===== src/include/rcr_pkg.sv =====
// Purpose: shared constants and types for the reading comparator and ranging block
// Assumes: 125 MHz system clock, APB register access, 32-bit data
// Notes:   register offsets are byte addresses, one aligned word each
package rcr_pkg;
   // timing
   localparam int CLK_NS   = 8;
   localparam int MS_NS    = 1_000_000;
   localparam int DONE_NS  = 4_250_000;
   localparam int MS_CYC   = MS_NS / CLK_NS;
   localparam int DONE_CYC = DONE_NS / CLK_NS;
   // count limits
   localparam logic [16:0] MAX_COUNT  = 17'h0_59D7;
   localparam logic [16:0] DOWN_TH    = 17'h0_07D0;
   localparam logic [16:0] UP_TH      = 17'h0_4EE8;
   localparam logic [13:0] PCT_MAX    = 14'h270F;
   localparam logic [28:0] PCT_SCALE  = 29'h0000_2710;
   localparam logic [7:0]  DELAY_MIN  = 8'h01;
   localparam logic [7:0]  DELAY_MAX  = 8'hFA;
   localparam logic [4:0]  ADDR_MIN   = 5'h01;
   localparam logic [4:0]  ADDR_MAX   = 5'h1E;
   localparam logic [3:0]  SLOT_COUNT = 4'h9;
   localparam logic [3:0]  RANGE_TOP  = 4'hA;
   localparam logic [3:0]  RANGE_LEAD = 4'h5;
   // register offsets
   localparam logic [7:0] OFS_CTRL    = 8'h00;
   localparam logic [7:0] OFS_DELAY   = 8'h04;
   localparam logic [7:0] OFS_HI_LIM  = 8'h08;
   localparam logic [7:0] OFS_LO_LIM  = 8'h0C;
   localparam logic [7:0] OFS_HI_PCT  = 8'h10;
   localparam logic [7:0] OFS_LO_PCT  = 8'h14;
   localparam logic [7:0] OFS_NOMINAL = 8'h18;
   localparam logic [7:0] OFS_BUSADDR = 8'h1C;
   localparam logic [7:0] OFS_CMD     = 8'h20;
   localparam logic [7:0] OFS_STATUS  = 8'h24;
   localparam logic [7:0] OFS_READING = 8'h28;
   // field positions
   localparam int CTRL_DISP_LSB = 0;
   localparam int CTRL_TRIG_LSB = 2;
   localparam int CTRL_AUTO_BIT = 4;
   localparam int CTRL_RNG_LSB  = 5;
   localparam int CMD_TRIG_BIT  = 0;
   localparam int CMD_STORE_BIT = 1;
   localparam int CMD_RECALL_BIT = 2;
   localparam int CMD_SLOT_LSB  = 4;
   localparam int ST_OVR_BIT    = 3;
   localparam int ST_LEAD_BIT   = 4;
   localparam int ST_RNG_LSB    = 8;
   localparam int ST_BUSY_BIT   = 12;
   // reset values
   localparam logic [3:0]  RST_RANGE   = 4'hA;
   localparam logic [7:0]  RST_DELAY   = 8'h01;
   localparam logic [14:0] RST_HI_LIM  = 15'h4E20;
   localparam logic [14:0] RST_LO_LIM  = 15'h2710;
   localparam logic [13:0] RST_PCT     = 14'h03E8;
   localparam logic [14:0] RST_NOMINAL = 15'h2710;
   localparam logic [4:0]  RST_ADDR    = 5'h01;

   typedef enum logic [1:0] {DISP_RES, DISP_ABS, DISP_PCT} rcr_disp_t;
   typedef enum logic [1:0] {TRIG_FAST_CONT, TRIG_FAST_ONE, TRIG_DLY_CONT, TRIG_DLY_ONE} rcr_trig_t;
   typedef enum logic [1:0] {SEQ_IDLE, SEQ_SETTLE, SEQ_MEAS} rcr_seq_t;

   typedef struct packed {
      rcr_disp_t   disp;
      rcr_trig_t   trig;
      logic        auto_rng;
      logic [3:0]  rng;
      logic [7:0]  delay_ms;
      logic [14:0] hi_lim;
      logic [14:0] lo_lim;
      logic [13:0] hi_pct;
      logic [13:0] lo_pct;
      logic [14:0] nominal;
      logic [4:0]  bus_addr;
   } rcr_setup_t;

   typedef struct packed {
      rcr_setup_t          cfg;
      rcr_setup_t [8:0]    slots;
      rcr_seq_t            seq;
      logic [7:0]          ms_left;
      logic [16:0]         cyc_cnt;
      logic [19:0]         done_cnt;
      logic                done_low;
      logic [16:0]         reading;
      logic                ovr;
      logic [2:0]          cmp;
      logic                start;
      logic                trig_prev;
      logic                trig_pend;
      logic [31:0]         prdata;
   } rcr_state_t;
endpackage


===== src/verilog/rcr_top.sv =====
// Purpose: reading comparator, range stepping, trigger sequencing and setup storage
// Assumes: inputs synchronous to clk_sys; core pulses meas_done once per meas_start
// Notes:   cmp bit 2 above high, bit 1 within, bit 0 below low
//
// Decided for this implementation: the address map and the APB slave port.
`timescale 1ns/100ps
module rcr_top #(
   parameter int MS_CYC   = rcr_pkg::MS_CYC,
   parameter int DONE_CYC = rcr_pkg::DONE_CYC
) (
   // clock and reset
   input  wire logic        clk_sys,
   input  wire logic        rst_n,
   // apb slave
   input  wire logic        psel,
   input  wire logic        penable,
   input  wire logic        pwrite,
   input  wire logic [7:0]  paddr,
   input  wire logic [31:0] pwdata,
   output logic      [31:0] prdata,
   output logic             pready,
   output logic             pslverr,
   // measurement core
   output logic             meas_start,
   input  wire logic        meas_done,
   input  wire logic [16:0] meas_count,
   output logic      [3:0]  range_sel,
   output logic             lead_check_en,
   // handler side
   input  wire logic        trig_in_n,
   input  wire logic        button_trig,
   output logic             done_n,
   output logic             led_above_high,
   output logic             led_within,
   output logic             led_below_low,
   output logic             ttl_above_high,
   output logic             ttl_within,
   output logic             ttl_below_low,
   output logic             relay_above_high,
   output logic             relay_within,
   output logic             relay_below_low
);
   generate
      if (MS_CYC < 1 || MS_CYC > 131071 || DONE_CYC < 1 || DONE_CYC > 1048575) begin : g_chk
         $error("rcr_top: cycle count parameter out of range");
      end
   endgenerate

   // empty slots hold the reset setup so a recall never loads an illegal delay or address
   localparam rcr_pkg::rcr_setup_t RST_CFG = '{
      disp:     rcr_pkg::DISP_RES,
      trig:     rcr_pkg::TRIG_FAST_CONT,
      auto_rng: 1'b1,
      rng:      rcr_pkg::RST_RANGE,
      delay_ms: rcr_pkg::RST_DELAY,
      hi_lim:   rcr_pkg::RST_HI_LIM,
      lo_lim:   rcr_pkg::RST_LO_LIM,
      hi_pct:   rcr_pkg::RST_PCT,
      lo_pct:   rcr_pkg::RST_PCT,
      nominal:  rcr_pkg::RST_NOMINAL,
      bus_addr: rcr_pkg::RST_ADDR
   };

   rcr_pkg::rcr_state_t s_reg;
   rcr_pkg::rcr_state_t s_next;

   logic        wr;
   logic        rd_setup;
   logic        mapped;
   logic        ext_trig;
   logic        evt;
   logic        cmp_on;
   logic        delayed;
   logic        one_shot;
   logic [28:0] prod_hi;
   logic [28:0] prod_lo;
   logic [16:0] lim_hi;
   logic [16:0] lim_lo;
   logic [3:0]  slot;
   logic [3:0]  slot_idx;

   assign wr       = psel && penable && pwrite;
   assign rd_setup = psel && !penable && !pwrite;
   assign mapped   = (paddr <= rcr_pkg::OFS_READING) && (paddr[1:0] == 2'b00);
   assign pready   = 1'b1;
   assign pslverr  = psel && penable && !mapped;
   assign evt      = (s_reg.seq == rcr_pkg::SEQ_MEAS) && meas_done;
   assign cmp_on   = s_reg.cfg.disp != rcr_pkg::DISP_RES;
   assign delayed  = s_reg.cfg.trig[1];
   assign one_shot = s_reg.cfg.trig[0];
   assign ext_trig = (s_reg.trig_prev && !trig_in_n) || button_trig;
   assign slot     = pwdata[rcr_pkg::CMD_SLOT_LSB +: 4];
   assign slot_idx = slot - 4'h1;

   // percent limits are derived from the nominal count
   always_comb begin
      prod_hi = 29'(s_reg.cfg.nominal) * 29'(s_reg.cfg.hi_pct);
      prod_lo = 29'(s_reg.cfg.nominal) * 29'(s_reg.cfg.lo_pct);
      if (s_reg.cfg.disp == rcr_pkg::DISP_PCT) begin
         lim_hi = 17'(s_reg.cfg.nominal) + 17'(prod_hi / rcr_pkg::PCT_SCALE);
         lim_lo = 17'(s_reg.cfg.nominal) - 17'(prod_lo / rcr_pkg::PCT_SCALE);
      end else begin
         lim_hi = 17'(s_reg.cfg.hi_lim);
         lim_lo = 17'(s_reg.cfg.lo_lim);
      end
   end

   always_comb begin
      s_next       = s_reg;
      s_next.start = 1'b0;
      s_next.trig_prev = trig_in_n;

      // register writes
      if (wr) begin
         case (paddr)
            rcr_pkg::OFS_CTRL: begin
               if (pwdata[rcr_pkg::CTRL_DISP_LSB +: 2] != 2'b11) begin
                  s_next.cfg.disp = rcr_pkg::rcr_disp_t'(pwdata[rcr_pkg::CTRL_DISP_LSB +: 2]);
               end
               s_next.cfg.trig = rcr_pkg::rcr_trig_t'(pwdata[rcr_pkg::CTRL_TRIG_LSB +: 2]);
               s_next.cfg.auto_rng = pwdata[rcr_pkg::CTRL_AUTO_BIT];
               if (pwdata[rcr_pkg::CTRL_RNG_LSB +: 4] <= rcr_pkg::RANGE_TOP) begin
                  s_next.cfg.rng = pwdata[rcr_pkg::CTRL_RNG_LSB +: 4];
               end
            end
            rcr_pkg::OFS_DELAY: begin
               if (pwdata[7:0] >= rcr_pkg::DELAY_MIN && pwdata[7:0] <= rcr_pkg::DELAY_MAX
                   && pwdata[31:8] == 24'h00_0000) begin
                  s_next.cfg.delay_ms = pwdata[7:0];
               end
            end
            rcr_pkg::OFS_HI_LIM: begin
               if (pwdata <= 32'(rcr_pkg::MAX_COUNT)) begin
                  s_next.cfg.hi_lim = pwdata[14:0];
               end
            end
            rcr_pkg::OFS_LO_LIM: begin
               if (pwdata < 32'(s_reg.cfg.hi_lim)) begin
                  s_next.cfg.lo_lim = pwdata[14:0];
               end
            end
            rcr_pkg::OFS_HI_PCT: begin
               if (pwdata <= 32'(rcr_pkg::PCT_MAX)) begin
                  s_next.cfg.hi_pct = pwdata[13:0];
               end
            end
            rcr_pkg::OFS_LO_PCT: begin
               if (pwdata <= 32'(rcr_pkg::PCT_MAX)) begin
                  s_next.cfg.lo_pct = pwdata[13:0];
               end
            end
            rcr_pkg::OFS_NOMINAL: begin
               if (pwdata <= 32'(rcr_pkg::MAX_COUNT)) begin
                  s_next.cfg.nominal = pwdata[14:0];
               end
            end
            rcr_pkg::OFS_BUSADDR: begin
               if (pwdata >= 32'(rcr_pkg::ADDR_MIN) && pwdata <= 32'(rcr_pkg::ADDR_MAX)) begin
                  s_next.cfg.bus_addr = pwdata[4:0];
               end
            end
            rcr_pkg::OFS_CMD: begin
               if (slot >= 4'h1 && slot <= rcr_pkg::SLOT_COUNT) begin
                  if (pwdata[rcr_pkg::CMD_STORE_BIT]) begin
                     s_next.slots[slot_idx] = s_reg.cfg;
                  end else if (pwdata[rcr_pkg::CMD_RECALL_BIT]) begin
                     s_next.cfg = s_reg.slots[slot_idx];
                  end
               end
            end
            default: begin
            end
         endcase
      end

      // trigger sequencer
      case (s_reg.seq)
         rcr_pkg::SEQ_IDLE: begin
            if (!one_shot || s_reg.trig_pend) begin
               s_next.trig_pend = 1'b0;
               if (delayed) begin
                  s_next.seq     = rcr_pkg::SEQ_SETTLE;
                  s_next.ms_left = s_reg.cfg.delay_ms;
                  s_next.cyc_cnt = 17'(MS_CYC - 1);
               end else begin
                  s_next.seq   = rcr_pkg::SEQ_MEAS;
                  s_next.start = 1'b1;
               end
            end
         end
         rcr_pkg::SEQ_SETTLE: begin
            if (s_reg.cyc_cnt != 17'h0_0000) begin
               s_next.cyc_cnt = s_reg.cyc_cnt - 17'h0_0001;
            end else if (s_reg.ms_left > 8'h01) begin
               s_next.ms_left = s_reg.ms_left - 8'h01;
               s_next.cyc_cnt = 17'(MS_CYC - 1);
            end else begin
               s_next.seq   = rcr_pkg::SEQ_MEAS;
               s_next.start = 1'b1;
            end
         end
         rcr_pkg::SEQ_MEAS: begin
            if (meas_done) begin
               s_next.seq     = rcr_pkg::SEQ_IDLE;
               s_next.reading = meas_count;
               s_next.ovr     = meas_count > rcr_pkg::MAX_COUNT;
               if (s_reg.cfg.auto_rng) begin
                  if (meas_count >= rcr_pkg::UP_TH && s_reg.cfg.rng < rcr_pkg::RANGE_TOP) begin
                     s_next.cfg.rng = s_reg.cfg.rng + 4'h1;
                  end else if (meas_count <= rcr_pkg::DOWN_TH && s_reg.cfg.rng != 4'h0) begin
                     s_next.cfg.rng = s_reg.cfg.rng - 4'h1;
                  end
               end
               if (meas_count > lim_hi || meas_count > rcr_pkg::MAX_COUNT) begin
                  s_next.cmp = 3'b100;
               end else if (meas_count < lim_lo) begin
                  s_next.cmp = 3'b001;
               end else begin
                  s_next.cmp = 3'b010;
               end
               s_next.done_low = 1'b1;
               s_next.done_cnt = 20'(DONE_CYC - 1);
            end
         end
         default: begin
            s_next.seq = rcr_pkg::SEQ_IDLE;
         end
      endcase

      // a trigger arriving while busy is kept; it wins over a pending flag consumed now
      if (one_shot && (ext_trig || (wr && paddr == rcr_pkg::OFS_CMD
                                    && pwdata[rcr_pkg::CMD_TRIG_BIT]))) begin
         s_next.trig_pend = 1'b1;
      end

      if (s_next.cfg.disp == rcr_pkg::DISP_RES) begin
         s_next.cmp = 3'b000;
      end

      // reading-done low pulse
      if (s_reg.done_low && !evt) begin
         if (s_reg.done_cnt == 20'h0_0000) begin
            s_next.done_low = 1'b0;
         end else begin
            s_next.done_cnt = s_reg.done_cnt - 20'h0_0001;
         end
      end

      // read data captured in the setup phase
      if (rd_setup) begin
         case (paddr)
            rcr_pkg::OFS_CTRL: begin
               s_next.prdata = 32'({s_reg.cfg.rng, s_reg.cfg.auto_rng,
                                    s_reg.cfg.trig, s_reg.cfg.disp});
            end
            rcr_pkg::OFS_DELAY:   s_next.prdata = 32'(s_reg.cfg.delay_ms);
            rcr_pkg::OFS_HI_LIM:  s_next.prdata = 32'(s_reg.cfg.hi_lim);
            rcr_pkg::OFS_LO_LIM:  s_next.prdata = 32'(s_reg.cfg.lo_lim);
            rcr_pkg::OFS_HI_PCT:  s_next.prdata = 32'(s_reg.cfg.hi_pct);
            rcr_pkg::OFS_LO_PCT:  s_next.prdata = 32'(s_reg.cfg.lo_pct);
            rcr_pkg::OFS_NOMINAL: s_next.prdata = 32'(s_reg.cfg.nominal);
            rcr_pkg::OFS_BUSADDR: s_next.prdata = 32'(s_reg.cfg.bus_addr);
            rcr_pkg::OFS_STATUS: begin
               s_next.prdata = 32'h0000_0000;
               s_next.prdata[2:0] = s_reg.cmp;
               s_next.prdata[rcr_pkg::ST_OVR_BIT] = s_reg.ovr;
               s_next.prdata[rcr_pkg::ST_LEAD_BIT] = lead_check_en;
               s_next.prdata[rcr_pkg::ST_RNG_LSB +: 4] = s_reg.cfg.rng;
               s_next.prdata[rcr_pkg::ST_BUSY_BIT] = s_reg.seq != rcr_pkg::SEQ_IDLE;
            end
            rcr_pkg::OFS_READING: s_next.prdata = 32'(s_reg.reading);
            default:              s_next.prdata = 32'h0000_0000;
         endcase
      end
   end

   always_ff @(posedge clk_sys) begin
      if (!rst_n) begin
         s_reg           <= '0;
         s_reg.cfg       <= RST_CFG;
         s_reg.slots     <= {9{RST_CFG}};
         s_reg.seq       <= rcr_pkg::SEQ_IDLE;
         s_reg.trig_prev <= 1'b1;
      end else begin
         s_reg <= s_next;
      end
   end

   assign prdata           = s_reg.prdata;
   assign meas_start       = s_reg.start;
   assign range_sel        = s_reg.cfg.rng;
   assign lead_check_en    = delayed && (s_reg.cfg.rng < rcr_pkg::RANGE_LEAD);
   assign done_n           = !s_reg.done_low;
   assign led_above_high   = s_reg.cmp[2];
   assign led_within       = s_reg.cmp[1];
   assign led_below_low    = s_reg.cmp[0];
   assign ttl_above_high   = s_reg.cmp[2];
   assign ttl_within       = s_reg.cmp[1];
   assign ttl_below_low    = s_reg.cmp[0];
   assign relay_above_high = s_reg.cmp[2];
   assign relay_within     = s_reg.cmp[1];
   assign relay_below_low  = s_reg.cmp[0];
endmodule

===== config.mk =====
export PLATFORM = sky130hd
export DESIGN_NAME = rcr_top
export DESIGN_NICKNAME = d
export VERILOG_FILES = /design/src/include/rcr_pkg.sv /design/src/verilog/rcr_top.sv
export SDC_FILE = /design/constraint.sdc
export NUM_CORES = 2
export LEC_CHECK = 0
export ABC_CLOCK_PERIOD_IN_PS = 24900
export BUFFER_PORTS_ARGS = -buffer_cell sky130_fd_sc_hd__buf_2
export CORE_ASPECT_RATIO = 1.2
export CORE_MARGIN = 10
export CORE_UTILIZATION = 40
export CTS_CLUSTER_SIZE = 25
export DETAILED_ROUTE_END_ITERATION = 7
export PLACE_DENSITY = 0.54
export SYNTH_ARGS = -nofsm -noshare
export SYNTH_HDL_FRONTEND = slang
export SYNTH_SLANG_ARGS = --single-unit

===== constraint.sdc =====
create_clock -name clk_sys -period 24.9 [get_ports clk_sys]
set_clock_uncertainty 0.15 [all_clocks]
set_input_delay 4.98 -clock clk_sys [delete_from_list [all_inputs] [get_ports clk_sys]]
set_output_delay 4.98 -clock clk_sys [all_outputs]
set_load 0.05 [all_outputs]

==> flow_metrics.tcl <==
set metrics [dict create \
    status "finished clean" \
    yosys.area_share.xor_xnor_pct 3.004 \
    dp_hpwl_um 182600 \
    nFillCells 18387 \
    crit_path_start_kind "register" \
    dieWidth_um 414.7 \
    hold_violations 0 \
    io_pins 115 \
    end_kind "register" \
    syn_inst 9466 \
    fin_crit_sh_pct 96.07 \
    wl_um 276200 \
    max_stage_delay_ns 0.55 \
    relSlewSlack_pct 10.30 \
    htreeDepth 3 \
    critPathMaxFanout 12 \
    swShare_pct 46.10 \
    synth_common_cells "nand2_1, a21oi_1, dfxtp_1, clkbuf_1, inv_1" \
    avgRoutedWirePerCell_um 23.19 \
    synth_largest_area_cell "dfxtp_1" \
    cts_made_buffers 105 \
    ys.flop_type "dfxtp_1" \
    yosys.area.top_type_share_pct 27.82 \
    clockBufferDepth 3 \
    cts_sinks 1039 \
    grt_usage_pct 25.48 \
    initial_core_util_pct 40.30 \
    synthAdderAreaFrac_pct 12.98 \
    synth.most_common_cell "nand2_1" \
    synthArstFlopShare_pct 0 \
    cts-root-buf "clkbuf_16" \
    maxCapViolations 0 \
    hold_path_class "reg -> reg" \
    synth_cell_types 156 \
    regArea_sq_um 20880 \
    die_h_um 493.6 \
    drc 0 \
    seqPwrFrac_pct 16.2 \
    grt_pass1_vias 68248 \
    gp_congestion 0.8987 \
    p_sw_mw 4.758 \
    maxSlewViolCount 0 \
    cp.required_ns 25.40 \
    clock_latency_ns 0.74 \
    tns_ns 0 \
    drive_gt1_share_pct 14.45 \
    r2r_slack_ns 0.98 \
    firstDrtPassIters 6 \
    multi_input_area_sq_um 50970 \
    grt_overflow 0 \
    final_area_sq_um 84100 \
    design.core.area_sq_um 185500 \
    pwr-share-clk_pct 16.4 \
    internal-power_mw 5.564 \
    worstPathArrival_ns 24.42 \
    p_comb_share_pct 67.4 \
    p_leak_nw 33.79 \
    viasPerCell 5.911 \
    vias 70412 \
    yosys.area_share.simple_pct 22.49 \
    dpl_worst_slack_ns -0.5264 \
    portBuffers 98 \
    cts-hold-fix-buffers 0 \
    grt_pass1_wl_um 415500 \
    worst_slack_ns 0.9783 \
    synth-edff-count 0 \
    slowest_stage "fa_1" \
    fmax_mhz 41.80 \
    power_density_nw_per_um2 122.7 \
    fin_crit_ns 23.92 \
    vdd_drop_max_uv 564.6 \
    grt_antenna_before_repair 24 \
    worst_slew_pin_slew_ns 1.346 \
    synth_area_leaders "dfxtp_1, nand2_1, fa_1" \
    avgSynthCellArea_sq_um 7.898 \
    placed_area_sq_um 78200 \
    fin_total_pwr_mw 10.32 \
    die_area_sq_um 204700 \
    synth-seq-cells 1039 \
    critPathMostFrequentCell "fa_1" \
    synth_area_sq_um 74760 \
    clk_pin_slew_ns 0.07 \
    yosysWarnings 0 \
    fin_hold_ws_ns 0.2967 \
    syn_to_final_growth_pct 12.48 \
    yosys-mux-area-fraction_pct 6.945 \
    final_nets 10003 \
    synth_top_family_by_area "simple AND/OR/NAND/NOR gates" \
    ys_seq_area_share_pct 27.82 \
    rows 173 \
    setup_viol 0 \
    criticalPathCategory "reg -> reg" \
    drtIter0Drc 6736 \
    grt_max_degree 206 \
    cts_tree "built" \
    synth-compound-area-share_pct 20.42 \
    antenna_left 0 \
]
-- final timing paths --
kind,end,depth (start not counted),start
min,register,2,register
max,led_within,95,s_reg[976]
min reg2reg,register,2,register
max reg2reg,led_within,95,s_reg[976]
-- per-stage QoR --
stage                     utilization, %  std cells
after floorplan                        -       9480
after global placement             42.15      11617
after detailed placement           42.15      11617
after CTS                          44.19      11817
after global routing               45.31      11894
final                              45.33      11912
-- routing by layer --
metal  vias up  GRT usage, %  wire length, um
met4         8         11.30            13310
li1      32521             -                -
met5         -             0               54
met2      2650         43.74           132500
met3       576         3.327            18630
met1     34657         31.89           111700
-- worst max-delay path, delay by kind of cell, from the launching register on --
| family | cells | cell delay, ns |
|---|---|---|
| flops | 1 | 0.44 |
| fa+ha+maj | 11 | 4.79 |
| compound gates | 52 | 10.78 |
| buf+inv | 7 | 0.80 |
| mux | 4 | 1.45 |
| simple gates | 18 | 4.83 |
| xor+xnor | 3 | 0.53 |
-- final cells by class --
cell class | count | share of cell area, %
sequential | 1039 | 24.83
timing repair buffer | 521 | 4.628
tap | 2450 | 3.645
clock buffer | 160 | 3.730
multi-input combinational | 7266 | 60.60
clock inverter | 34 | 0.6055
antenna | 20 | 0.05951
inverter | 422 | 1.901
-- power by group through the flow --
stage | sequential, mW | combinational (mW) | clock, mW
final | 1.67 | 6.96 | 1.69
after global routing | 1.67 | 7.65 | 1.77
after CTS | 1.67 | 6.64 | 1.71
after detailed placement | 1.71 | 6.57 | 0
after global placement | 1.71 | 6.56 | 0
after floorplan | 1.71 | 4.83 | 0
-- what timing repair did --
action | CTS | global route
pin swaps | 2 | 66
gates cloned | 0 | 3
resized for setup | 23 | 299
buffers inserted | 6 | 72
endpoints found under the setup margin | 3 | 3
-- kinds of logic (layout without fill, tap and decap cells) --
kind of cell | after synthesis | count (layout)
AO/OA/AOI/OAI | 2304 | 2305
flip-flops | 1039 | 1039
XOR/XNOR | 244 | 244
other | 2 | 36
AND/OR/NAND/NOR | 3833 | 3833
adder cells (fa/ha/maj) | 593 | 593
multiplexers | 274 | 275
buffers and inverters | 1177 | 1137
-- placed cells by master (no fill, tap or decap), drive strengths merged, types with 116 or more instances in the layout --
cell type | netlist | routed
dfxtp | 1039 | 1039
xnor2 | 174 | 174
nand3 | 349 | 349
o21ai | 264 | 264
a21oi | 1065 | 1065
mux4 | 190 | 190
and2 | 240 | 240
inv | 422 | 424
fa | 308 | 308
buf | 149 | 520
ha | 275 | 275
nor2 | 303 | 303
o211ai | 209 | 209
nand2 | 2449 | 2449
clkbuf | 606 | 161
nor3 | 116 | 116
Note: power is estimated with default switching activity, not from simulation.
